[config.mk]
export PLATFORM = sky130hd
export DESIGN_NAME = cpu_bus_unit
export DESIGN_NICKNAME = d
export VERILOG_FILES = /design/src/hdl/bus_unit_pkg.sv /design/src/hdl/cpu_bus_unit.sv /design/src/hdl/post_write_fifo.sv /design/src/hdl/sync2.sv
export VERILOG_INCLUDE_DIRS = /design/src /design/src/hdl
export SDC_FILE = /design/constraint.sdc
export NUM_CORES = 1
export LEC_CHECK = 0
export ABC_AREA = 1
export BUFFER_PORTS_ARGS = -buffer_cell sky130_fd_sc_hd__buf_4
export CORE_UTILIZATION = 50
export DETAILED_ROUTE_END_ITERATION = 10
export PLACE_DENSITY = 0.7
export SYNTH_ARGS = -nofsm -noshare
export SYNTH_HDL_FRONTEND = slang
export SYNTH_HIERARCHICAL = 1
export SYNTH_SLANG_ARGS = --single-unit
[constraint.sdc]
create_clock -name mclk -period 6 [get_ports mclk]
set_input_delay 1.2 -clock mclk [delete_from_list [all_inputs] [get_ports mclk]]
set_output_delay 1.2 -clock mclk [all_outputs]
set_load 0.03 [all_outputs]
[src/hdl/bus_unit_consts.svh]
`ifndef BUS_UNIT_CONSTS_SVH
`define BUS_UNIT_CONSTS_SVH

// cycle status codes; only the code tells memory from i/o cycles
`define STATUS_IDLE 4'hf
`define STATUS_MEM_READ 4'h8
`define STATUS_MEM_WRITE 4'h9
`define STATUS_IO_READ 4'ha
`define STATUS_IO_WRITE 4'hb
`define STATUS_LOCKED 4'h4

// access sizes
`define SIZE_BYTE 2'h0
`define SIZE_HALF 2'h1
`define SIZE_WORD 2'h2

// field positions and counts
`define SPACE_MSB 31
`define SPACE_LSB 30
`define BURST_LAST_BEAT 3'h7
`define WBUF_DEPTH 4
`define WBUF_WIDTH 66
`define SYNC_WIDTH 19

`endif

[src/hdl/bus_unit_pkg.sv]
package bus_unit_pkg;

  typedef enum logic [6:0] {
    ST_IDLE = 7'h01,
    ST_ADDR = 7'h02,
    ST_SHORT = 7'h04,
    ST_WORD1 = 7'h08,
    ST_WORD2 = 7'h10,
    ST_BURST = 7'h20,
    ST_HOLD = 7'h40
  } bus_state_t;

  typedef struct packed {
    bus_state_t state;
    logic write;
    logic io;
    logic burst;
    logic lock;
    logic lock_wr;
    logic [1:0] size;
    logic [31:0] addr;
    logic [31:0] wdata;
    logic [31:0] rbuf;
    logic [127:0] bdata;
    logic [2:0] beat;
    logic width_set;
    logic width_16;
    logic req_ready;
    logic rd_valid;
    logic [31:0] rd_data;
    logic burst_rvalid;
    logic [15:0] burst_rdata;
    logic cycle_start_n;
    logic [3:0] space_select_n;
    logic [3:0] cycle_status;
    logic read_write;
    logic [31:1] bus_addr;
    logic high_byte_enable_n;
    logic [1:0] byte_lane_enable_n;
    logic [15:0] data_out;
    logic data_oe;
    logic bus_oe;
    logic hold_acknowledge_n;
  } unit_t;

endpackage

[src/hdl/cpu_bus_unit.sv]
`timescale 1ns/100ps
`include "bus_unit_consts.svh"
// Summary of operation
// memory and i/o cycles share timing; only the status code differs.
// byte/half read: address, cycle start, select at address state; then start drops.
// ready sampled after each short wait; the state repeats while ready is inactive.
// single read captures bus data on the edge where ready is active.
// word read re-outputs address in second word state; both word states wait on ready.
// one idle state always follows a single read cycle.
// byte/half write: address, data and cycle start at address state; hold data.
// word write outputs address and upper halfword in the second word state.
// bursts are memory only and move four words in either direction.
// burst read waits per beat, captures data, new address each beat, eight beats.
// one idle state always follows a burst read.
// burst write drives first data in beat one, then next halfword each ready beat.
// atomic exchange drives the locked code from its read cycle start.
// locked code removed at the end of the atomic sequence's last write.
// each locked read and write uses address, first and second word states.
// hold request and ready both active at cycle end: idle with hold acknowledge.
// hold request still active in idle with acknowledge: enter hold state.
// hold floats the bus until the request drops, then idle as owner.
// locked bus refuses hold requests except during its last bus cycle.
// four-entry posted write buffer; the processor continues after posting.
// a full buffer stalls stores; on-chip writes bypass the buffer.
// ordered accesses wait until the write buffer has fully drained.
// hold is granted regardless of pending buffered writes.
// word access is two halfwords, lower first, halfword address bit toggling.
// bus width caught once after reset and never changed.
// reset leaves idle, strobes and acknowledge inactive, buffer empty.
module cpu_bus_unit
  import bus_unit_pkg::*;
#(
  parameter int WBUF_DEPTH = `WBUF_DEPTH
) (
  input wire logic mclk,
  input wire logic nrst,
  input wire logic req_valid,
  input wire logic req_write,
  input wire logic req_io,
  input wire logic req_burst,
  input wire logic req_lock,
  input wire logic [1:0] req_size,
  input wire logic [31:0] req_addr,
  input wire logic [31:0] req_wdata,
  input wire logic [127:0] req_burst_data,
  output logic req_ready,
  output logic rd_valid,
  output logic [31:0] rd_data,
  output logic burst_rvalid,
  output logic [15:0] burst_rdata,
  input wire logic st_valid,
  input wire logic st_internal,
  input wire logic [1:0] st_size,
  input wire logic [31:0] st_addr,
  input wire logic [31:0] st_data,
  output logic st_stall,
  input wire logic ready_n,
  input wire logic hold_request_n,
  input wire logic [15:0] data_in,
  input wire logic bus_width_strap,
  output logic cycle_start_n,
  output logic [3:0] space_select_n,
  output logic [3:0] cycle_status,
  output logic read_write,
  output logic [31:1] bus_addr,
  output logic high_byte_enable_n,
  output logic [1:0] byte_lane_enable_n,
  output logic [15:0] data_out,
  output logic data_oe,
  output logic bus_oe,
  output logic hold_acknowledge_n,
  output logic bus_width_16
);

  ////////////////////////////////////////////////////////////////////////////

  localparam unit_t UNIT_RESET = '{
    state: ST_IDLE,
    cycle_start_n: 1'b1,
    space_select_n: 4'hf,
    cycle_status: `STATUS_IDLE,
    read_write: 1'b1,
    bus_addr: '1,
    high_byte_enable_n: 1'b1,
    byte_lane_enable_n: 2'h3,
    bus_oe: 1'b1,
    hold_acknowledge_n: 1'b1,
    default: '0
  };

  unit_t r;
  unit_t next_r;
  logic [`SYNC_WIDTH-1:0] pins_s;
  logic ready;
  logic hreq;
  logic strap_s;
  logic [15:0] din;
  logic done;
  logic buf_pop;
  logic buf_valid;
  logic buf_full;
  logic [`WBUF_WIDTH-1:0] buf_head;
  logic [2:0] nb;
  logic sync_live;

  ////////////////////////////////////////////////////////////////////////////
  // pins pass two flops; data rides with ready so they stay aligned

  sync2 #(
    .WIDTH(`SYNC_WIDTH)
  ) u_sync (
    .mclk(mclk),
    .nrst(nrst),
    .din({ready_n, hold_request_n, bus_width_strap, data_in}),
    .dout(pins_s)
  );

  // pins read as idle until the second flop holds a real sample, so no false hold after reset
  sync2 #(
    .WIDTH(1)
  ) u_live (
    .mclk(mclk),
    .nrst(nrst),
    .din(1'b1),
    .dout(sync_live)
  );

  assign ready = sync_live && !pins_s[18];
  assign hreq = sync_live && !pins_s[17];
  assign strap_s = pins_s[16];
  assign din = pins_s[15:0];

  // stores to on-chip memory never enter the buffer, yet still see st_stall while it is full
  post_write_fifo #(
    .WIDTH(`WBUF_WIDTH),
    .DEPTH(WBUF_DEPTH)
  ) u_wbuf (
    .mclk(mclk),
    .nrst(nrst),
    .in_valid(st_valid && !st_internal),
    .in_data({st_size, st_addr, st_data}),
    .full(buf_full),
    .out_valid(buf_valid),
    .out_data(buf_head),
    .out_ready(buf_pop)
  );

  ////////////////////////////////////////////////////////////////////////////

  function automatic logic [2:0] lane_decode(input logic [1:0] sz, input logic a0);
    if (sz == `SIZE_BYTE) begin
      return {1'b1, !a0, a0};
    end else if (sz == `SIZE_HALF) begin
      return 3'h4;
    end
    return 3'h0;
  endfunction

  function automatic unit_t launch(
    input unit_t s,
    input logic wr,
    input logic io,
    input logic bu,
    input logic lk,
    input logic [1:0] sz,
    input logic [31:0] a,
    input logic [31:0] d
  );
    logic [2:0] en;
    en = lane_decode(sz, a[0]);
    s.state = ST_ADDR;
    s.write = wr;
    s.io = io && !bu;
    s.burst = bu;
    s.lock = lk;
    s.size = sz;
    s.addr = a;
    s.wdata = d;
    s.beat = 3'h0;
    s.cycle_start_n = 1'b0;
    s.bus_oe = 1'b1;
    s.read_write = !wr;
    s.bus_addr = a[31:1];
    s.high_byte_enable_n = en[2];
    s.byte_lane_enable_n = en[1:0];
    s.space_select_n = ~(4'h1 << a[`SPACE_MSB:`SPACE_LSB]);
    if (lk) begin
      s.cycle_status = `STATUS_LOCKED;
    end else if (io && !bu) begin
      s.cycle_status = wr ? `STATUS_IO_WRITE : `STATUS_IO_READ;
    end else begin
      s.cycle_status = wr ? `STATUS_MEM_WRITE : `STATUS_MEM_READ;
    end
    // a byte rides both lanes so either enabled lane carries it
    s.data_out = (sz == `SIZE_BYTE) ? {d[7:0], d[7:0]} : d[15:0];
    s.data_oe = wr && !bu;
    return s;
  endfunction

  ////////////////////////////////////////////////////////////////////////////

  always_comb begin
    next_r = r;
    done = 1'b0;
    buf_pop = 1'b0;
    nb = r.beat + 3'h1;
    next_r.req_ready = 1'b0;
    next_r.rd_valid = 1'b0;
    next_r.burst_rvalid = 1'b0;
    if (!r.width_set && sync_live) begin
      next_r.width_set = 1'b1;
      next_r.width_16 = strap_s;
    end
    case (r.state)
      ST_IDLE: begin
        if (!r.hold_acknowledge_n) begin
          if (hreq) begin
            next_r.state = ST_HOLD;
            next_r.bus_oe = 1'b0;
          end else begin
            next_r.hold_acknowledge_n = 1'b1;
          end
        end else if (hreq && !r.lock) begin
          // buffered writes wait; the grant does not look at them
          next_r.hold_acknowledge_n = 1'b0;
        end else if (r.lock) begin
          next_r = launch(next_r, 1'b1, 1'b0, 1'b0, 1'b1, `SIZE_WORD, r.addr, r.wdata);
          next_r.lock_wr = 1'b1;
        end else if (req_valid && !buf_valid) begin
          next_r = launch(next_r, req_write && !req_lock, req_io, req_burst, req_lock,
                          req_lock ? `SIZE_WORD : req_size, req_addr, req_wdata);
          next_r.bdata = req_burst_data;
          next_r.lock_wr = 1'b0;
          next_r.req_ready = 1'b1;
        end else if (buf_valid) begin
          next_r = launch(next_r, 1'b1, 1'b0, 1'b0, 1'b0, buf_head[65:64],
                          buf_head[63:32], buf_head[31:0]);
          buf_pop = 1'b1;
        end
      end
      ST_ADDR: begin
        next_r.cycle_start_n = 1'b1;
        if (r.burst) begin
          next_r.state = ST_BURST;
          if (r.write) begin
            next_r.data_out = r.bdata[15:0];
            next_r.data_oe = 1'b1;
          end
        end else if (r.size == `SIZE_WORD) begin
          next_r.state = ST_WORD1;
        end else begin
          next_r.state = ST_SHORT;
        end
      end
      ST_SHORT: begin
        if (ready) begin
          if (!r.write) begin
            next_r.rd_valid = 1'b1;
            if (r.size == `SIZE_BYTE) begin
              next_r.rd_data = {24'h0, r.addr[0] ? din[15:8] : din[7:0]};
            end else begin
              next_r.rd_data = {16'h0, din};
            end
          end
          done = 1'b1;
        end
      end
      ST_WORD1: begin
        if (ready) begin
          if (!r.write) begin
            next_r.rbuf = {16'h0, din};
          end
          next_r.state = ST_WORD2;
          next_r.bus_addr[1] = 1'b1;
          if (r.write) begin
            next_r.data_out = r.wdata[31:16];
          end
        end
      end
      ST_WORD2: begin
        if (ready) begin
          if (!r.write) begin
            next_r.rd_data = {din, r.rbuf[15:0]};
            next_r.rd_valid = 1'b1;
          end
          done = 1'b1;
        end
      end
      ST_BURST: begin
        if (ready) begin
          if (!r.write) begin
            next_r.burst_rdata = din;
            next_r.burst_rvalid = 1'b1;
          end
          if (r.beat == `BURST_LAST_BEAT) begin
            done = 1'b1;
          end else begin
            next_r.beat = nb;
            next_r.bus_addr[3:1] = nb;
            if (r.write) begin
              next_r.data_out = r.bdata[{nb, 4'h0} +: 16];
            end
          end
        end
      end
      ST_HOLD: begin
        if (!hreq) begin
          next_r.state = ST_IDLE;
          next_r.hold_acknowledge_n = 1'b1;
          next_r.bus_oe = 1'b1;
        end
      end
      default: begin
        next_r = UNIT_RESET;
      end
    endcase

    // common close of a cycle: reads and bursts always leave through idle
    if (done) begin
      next_r.state = ST_IDLE;
      next_r.space_select_n = 4'hf;
      next_r.data_oe = 1'b0;
      next_r.read_write = 1'b1;
      next_r.cycle_status = `STATUS_IDLE;
      if (r.lock && !r.lock_wr) begin
        next_r.cycle_status = `STATUS_LOCKED;
      end else begin
        next_r.lock = 1'b0;
      end
      if (hreq && (!r.lock || r.lock_wr)) begin
        next_r.hold_acknowledge_n = 1'b0;
      end else if (r.write && !r.burst && !r.lock && buf_valid) begin
        // posted writes may follow back to back without an idle state
        next_r = launch(next_r, 1'b1, 1'b0, 1'b0, 1'b0, buf_head[65:64],
                        buf_head[63:32], buf_head[31:0]);
        buf_pop = 1'b1;
      end
    end
  end

  always_ff @(posedge mclk or negedge nrst) begin
    if (!nrst) begin
      r <= UNIT_RESET;
    end else begin
      r <= next_r;
    end
  end

  ////////////////////////////////////////////////////////////////////////////

  assign req_ready = r.req_ready;
  assign rd_valid = r.rd_valid;
  assign rd_data = r.rd_data;
  assign burst_rvalid = r.burst_rvalid;
  assign burst_rdata = r.burst_rdata;
  assign st_stall = buf_full;
  assign cycle_start_n = r.cycle_start_n;
  assign space_select_n = r.space_select_n;
  assign cycle_status = r.cycle_status;
  assign read_write = r.read_write;
  assign bus_addr = r.bus_addr;
  assign high_byte_enable_n = r.high_byte_enable_n;
  assign byte_lane_enable_n = r.byte_lane_enable_n;
  assign data_out = r.data_out;
  assign data_oe = r.data_oe;
  assign bus_oe = r.bus_oe;
  assign hold_acknowledge_n = r.hold_acknowledge_n;
  assign bus_width_16 = r.width_16;

endmodule

[src/hdl/post_write_fifo.sv]
`timescale 1ns/100ps
`include "bus_unit_consts.svh"
module post_write_fifo #(
  parameter int WIDTH = `WBUF_WIDTH,
  parameter int DEPTH = `WBUF_DEPTH
) (
  input wire logic mclk,
  input wire logic nrst,
  input wire logic in_valid,
  input wire logic [WIDTH-1:0] in_data,
  output logic full,
  output logic out_valid,
  output logic [WIDTH-1:0] out_data,
  input wire logic out_ready
);
  localparam int AW = (DEPTH > 1) ? $clog2(DEPTH) : 1;
  typedef struct packed {
    logic [DEPTH-1:0][WIDTH-1:0] mem;
    logic [AW-1:0] wp;
    logic [AW-1:0] rp;
    logic [AW:0] cnt;
    logic full;
  } fifo_t;
  fifo_t r;
  fifo_t next_r;
  logic push;
  logic pop;
  always_comb begin
    next_r = r;
    push = in_valid && !r.full;
    pop = out_ready && (r.cnt != '0);
    if (push) begin
      next_r.mem[r.wp] = in_data;
      next_r.wp = (r.wp == AW'(DEPTH - 1)) ? '0 : r.wp + 1'b1;
    end
    if (pop) begin
      next_r.rp = (r.rp == AW'(DEPTH - 1)) ? '0 : r.rp + 1'b1;
    end
    if (push && !pop) begin
      next_r.cnt = r.cnt + 1'b1;
    end else if (pop && !push) begin
      next_r.cnt = r.cnt - 1'b1;
    end
    next_r.full = (next_r.cnt == (AW + 1)'(DEPTH));
  end
  always_ff @(posedge mclk or negedge nrst) begin
    if (!nrst) begin
      r <= '0;
    end else begin
      r <= next_r;
    end
  end
  assign full = r.full;
  assign out_valid = (r.cnt != '0);
  assign out_data = r.mem[r.rp];
endmodule

[src/hdl/sync2.sv]
`timescale 1ns/100ps
module sync2 #(
  parameter int WIDTH = 1
) (
  input wire logic mclk,
  input wire logic nrst,
  input wire logic [WIDTH-1:0] din,
  output logic [WIDTH-1:0] dout
);
  typedef struct packed {
    logic [WIDTH-1:0] s1;
    logic [WIDTH-1:0] s2;
  } sync_t;
  sync_t r;
  sync_t next_r;
  always_comb begin
    next_r.s1 = din;
    next_r.s2 = r.s1;
  end
  always_ff @(posedge mclk or negedge nrst) begin
    if (!nrst) begin
      r <= '0;
    end else begin
      r <= next_r;
    end
  end
  assign dout = r.s2;
endmodule

==> flow_metrics.env <==
export IMPL_routed_wl_um=107000
export IMPL_status="complete, no violations"
export IMPL_gr_usage_met2_pct=47.8
export IMPL_rows=94
export IMPL_cts_root_buffer="clkbuf_16"
export IMPL_cts_tree="yes"
export IMPL_ys_ff_latch=652
export IMPL_cp_arrival_ns=4.67
export IMPL_drc=0
export IMPL_postLayoutCoreUtil_pct=57.9
export IMPL_grt_pass1_wl_um=164000
export IMPL_setup_tns_ns=0
export IMPL_post_drt_wl_per_cell_um=19.7
export IMPL_die_area_mm2=0.0675
export IMPL_yosys_warnings=6
export IMPL_initial_utilization_pct=50.6
export IMPL_postLayoutSetupSlackWorst_ns=1.90
export IMPL_finish_net_count=4815
export IMPL_hold_viol=0
export IMPL_antenna_found_initial=9
export IMPL_io_pins=404
export IMPL_p_leak_nw=19.3
export IMPL_design_area_mm2=0.0381
export IMPL_endpoint_kind="flop"
export IMPL_area_delta_synth_final_pct=14.5
export IMPL_ys_flop_type="dfrtp_1"
export IMPL_rsz0062_at_grt="false"
export IMPL_synth_edf_count=0
export IMPL_gr_usage_all_layers_pct=31.4
export IMPL_vias_per_cell=5.54
export IMPL_met1_usage_pct=45.2
export IMPL_die_w_um=260
export IMPL_cts_resized=0
export IMPL_synthesis_area_mm2=0.0333
export IMPL_place_area_mm2=0.0357
export IMPL_ctsHtreeMaxLevel=3
export IMPL_timing_hold_ws_ns=0.349
export IMPL_syn_area_per_cell_um2=7.62
export IMPL_power_density_mw_per_mm2=525
export IMPL_worst_r2r_setup_slack_ns=1.90
export IMPL_cts_inserted_buffers=72
export IMPL_post_cts_setup_buffer_count=0
export IMPL_grt_pass1_vias=28000
export IMPL_cts_buffer_depth=3
export IMPL_seq_area_frac_synth_pct=49.2
export IMPL_synthDistinctLibCells=49
export IMPL_grt_max_degree=129
export IMPL_place_inst=5306
export IMPL_finalClockSkew_ns=0.0278
export IMPL_drive_gt1_share_pct=15.2
export IMPL_fill_cells=6140
export IMPL_clk_pin_slew_ns=0.06
export IMPL_power_mw=20.0
export IMPL_timing_final_max_slew_violations=0
export IMPL_num_vias=30200
export IMPL_min_delay_path_depth=0
export IMPL_portBuffers=403
export IMPL_worst_pin_slew_ns=1.15
export IMPL_syn_inst=4366
export IMPL_dp_hpwl_um=70800
export IMPL_cap_violations=0
export IMPL_worstSetupPathType="flop to flop"
export IMPL_startpoint_type="flop"
export IMPL_hold_buffers=0
export IMPL_r2r_start="u_wbuf/r[1]$_DFF_PN0_"
export IMPL_top_usage_layer="met2"
export IMPL_grtUsageMet3_pct=6.07
export IMPL_worstReg2RegEnd="space_select_n[1]$_DFFE_PN1P_"
export IMPL_worst_ep_required_time_ns=6.56
export IMPL_min_from="u_sync/next_r[1]$_DFF_PN0_"
export IMPL_period_share_pct=68.4
export IMPL_ir_drop_v=0.000495
export IMPL_grt_overflow_total=0
export IMPL_fin_cells=5441
export IMPL_cts_sinks=652
export IMPL_gp_routability_congestion=0.949
export IMPL_syn_num_nets=4665
export IMPL_preCtsSetupSlack_ns=2.06
export IMPL_min_to="u_sync/dout[1]$_DFF_PN0_"
export IMPL_clkLatencyLatePin_ns=0.64
export IMPL_setup_viol=0
export IMPL_slew_headroom_pct=23.1
export IMPL_critPathMaxFanout=79
export IMPL_r2r_cells=13
export IMPL_fmax_mhz=244
export IMPL_synthArstFlopShare_pct=100
export IMPL_hold_path_class="flop to flop"
export IMPL_die_h_um=260
export IMPL_drt_pass1_iterations=6
export IMPL_core_mm2=0.0657
export IMPL_drtIter0Drc=3521
export IMPL_ant_nets=0
export IMPL_finalCriticalPeriod_ns=4.10
-- report_power, final --
part           internal [mW]  switching [mW]  total, mW  leakage (nW)
registers               5.84           0.847       6.69          8.41
clock network           2.58            1.88       4.46          1.17
logic                   2.66            6.17       8.83          9.75
-- cells in the mapped netlist (2+ instances only) --
master	number	share of area (%)
nand2_2	10	0.19
a22oi_1	9	0.20
clkinv_1	2	0.023
buf_2	80	1.2
clkbuf_1	129	1.5
nor3_1	18	0.27
buf_4	119	2.7
o21ai_1	179	2.7
a21boi_0	2	0.045
ha_1	11	0.41
dfstp_2	47	3.7
o211ai_1	22	0.50
nand3_1	302	4.5
a21oi_1	91	1.4
a22o_1	16	0.42
a211oi_1	2	0.045
inv_2	18	0.20
o21ai_2	32	0.84
nand3b_1	8	0.18
o22ai_1	95	1.8
nand2_4	4	0.14
nor2_4	10	0.34
buf_1	16	0.18
nor2_2	8	0.15
buf_6	19	0.64
nand2_1	1458	16
nor2_1	308	3.5
inv_1	318	3.6
nand4_1	22	0.41
dfrtp_1	605	46
o21ai_0	388	5.8
-- placed cells by master (no fill, tap or decap), types with 8 or more instances in the layout --
master,n
nand2_1,1456
nand3_1,302
buf_4,434
o211ai_1,22
nor3_1,17
nand4_1,22
clkinv_2,16
inv_1,317
inv_2,18
a21oi_1,91
o21ai_1,179
ha_1,11
a22oi_1,9
clkbuf_1,16
nand2_2,9
clkbuf_8,12
nor2_4,11
dfrtp_1,602
o21ai_2,32
clkbuf_16,73
nand3b_1,8
o21ai_0,388
dfstp_2,47
a22o_1,16
nor2_1,308
o22ai_1,95
-- critical path, cell delays in order, from the launching register on --
cell	delay [ns]
dfrtp_1	0.37
inv_1	0.08
ha_1	0.24
nand2_4	0.74
inv_2	0.23
nor2_1	0.24
nand3_1	0.13
nor2_1	0.26
nand3_4	0.41
inv_2	0.65
buf_12	0.31
nand3_1	0.10
nand2_1	0.11
nand2_1	0.05
-- registers in the layout, indices dropped and copies added, names as in the netlist --
name                count
space_select_n          4
rd_valid                1
r                     225
burst_rdata            16
read_write              1
u_sync/dout            19
u_live/dout             1
rd_data                32
bus_width_16            1
bus_oe                  1
bus_addr               31
req_ready               1
u_live/next_r           1
u_sync/next_r          19
high_byte_enable_n      1
hold_acknowledge_n      1
byte_lane_enable_n      2
u_wbuf/r              271
cycle_status            4
cycle_start_n           1
u_wbuf/full             1
burst_rvalid            1
data_out               16
data_oe                 1
-- cells by family after synthesis --
kind of cell	count (synthesis)	share of synthesized area (%)
AND/OR/NAND/NOR	2152	26.3
AO/OA/AOI/OAI	847	14.0
buffers and inverters	703	10.0
flip-flops	652	49.2
adder cells (fa/ha/maj)	11	0.414
other	1	0.0113
-- cell type report --
| type | count | area (um^2) | share of cell area [%] |
|---|---|---|---|
| Antenna cell | 5 | 12.5 | 0.0329 |
| Clock buffer | 101 | 2050 | 5.39 |
| Clock inverter | 29 | 307 | 0.805 |
| Inverter | 339 | 1280 | 3.35 |
| Multi-Input combinational cell | 3011 | 13600 | 35.7 |
| Sequential cell | 652 | 16400 | 43.0 |
| Tap cell | 864 | 1080 | 2.84 |
| Timing Repair Buffer | 440 | 3370 | 8.86 |
-- worst max path at each step --
stage | end | from | slack [ns]
4_1_cts | space_select_n[1]$_DFFE_PN1P_ | u_wbuf/r[1]$_DFF_PN0_ | 2.04
3_3_place_gp | space_select_n[1]$_DFFE_PN1P_ | u_wbuf/r[1]$_DFF_PN0_ | 2.18
6_report | space_select_n[1]$_DFFE_PN1P_ | u_wbuf/r[1]$_DFF_PN0_ | 1.90
5_1_grt | u_wbuf/full$_DFF_PN0_ | u_wbuf/r[1]$_DFF_PN0_ | 1.69
3_5_place_dp | space_select_n[1]$_DFFE_PN1P_ | u_wbuf/r[1]$_DFF_PN0_ | 2.06
2_1_floorplan | u_wbuf/full$_DFF_PN0_ | u_wbuf/r[1]$_DFF_PN0_ | 3.36
-- routing by layer --
layer	routed length (um)	vias up
met5	76	-
met4	2920	12
met3	9270	189
met2	48400	1261
met1	46500	14400
li1	-	14300
Note: power is estimated with default switching activity, not from simulation.
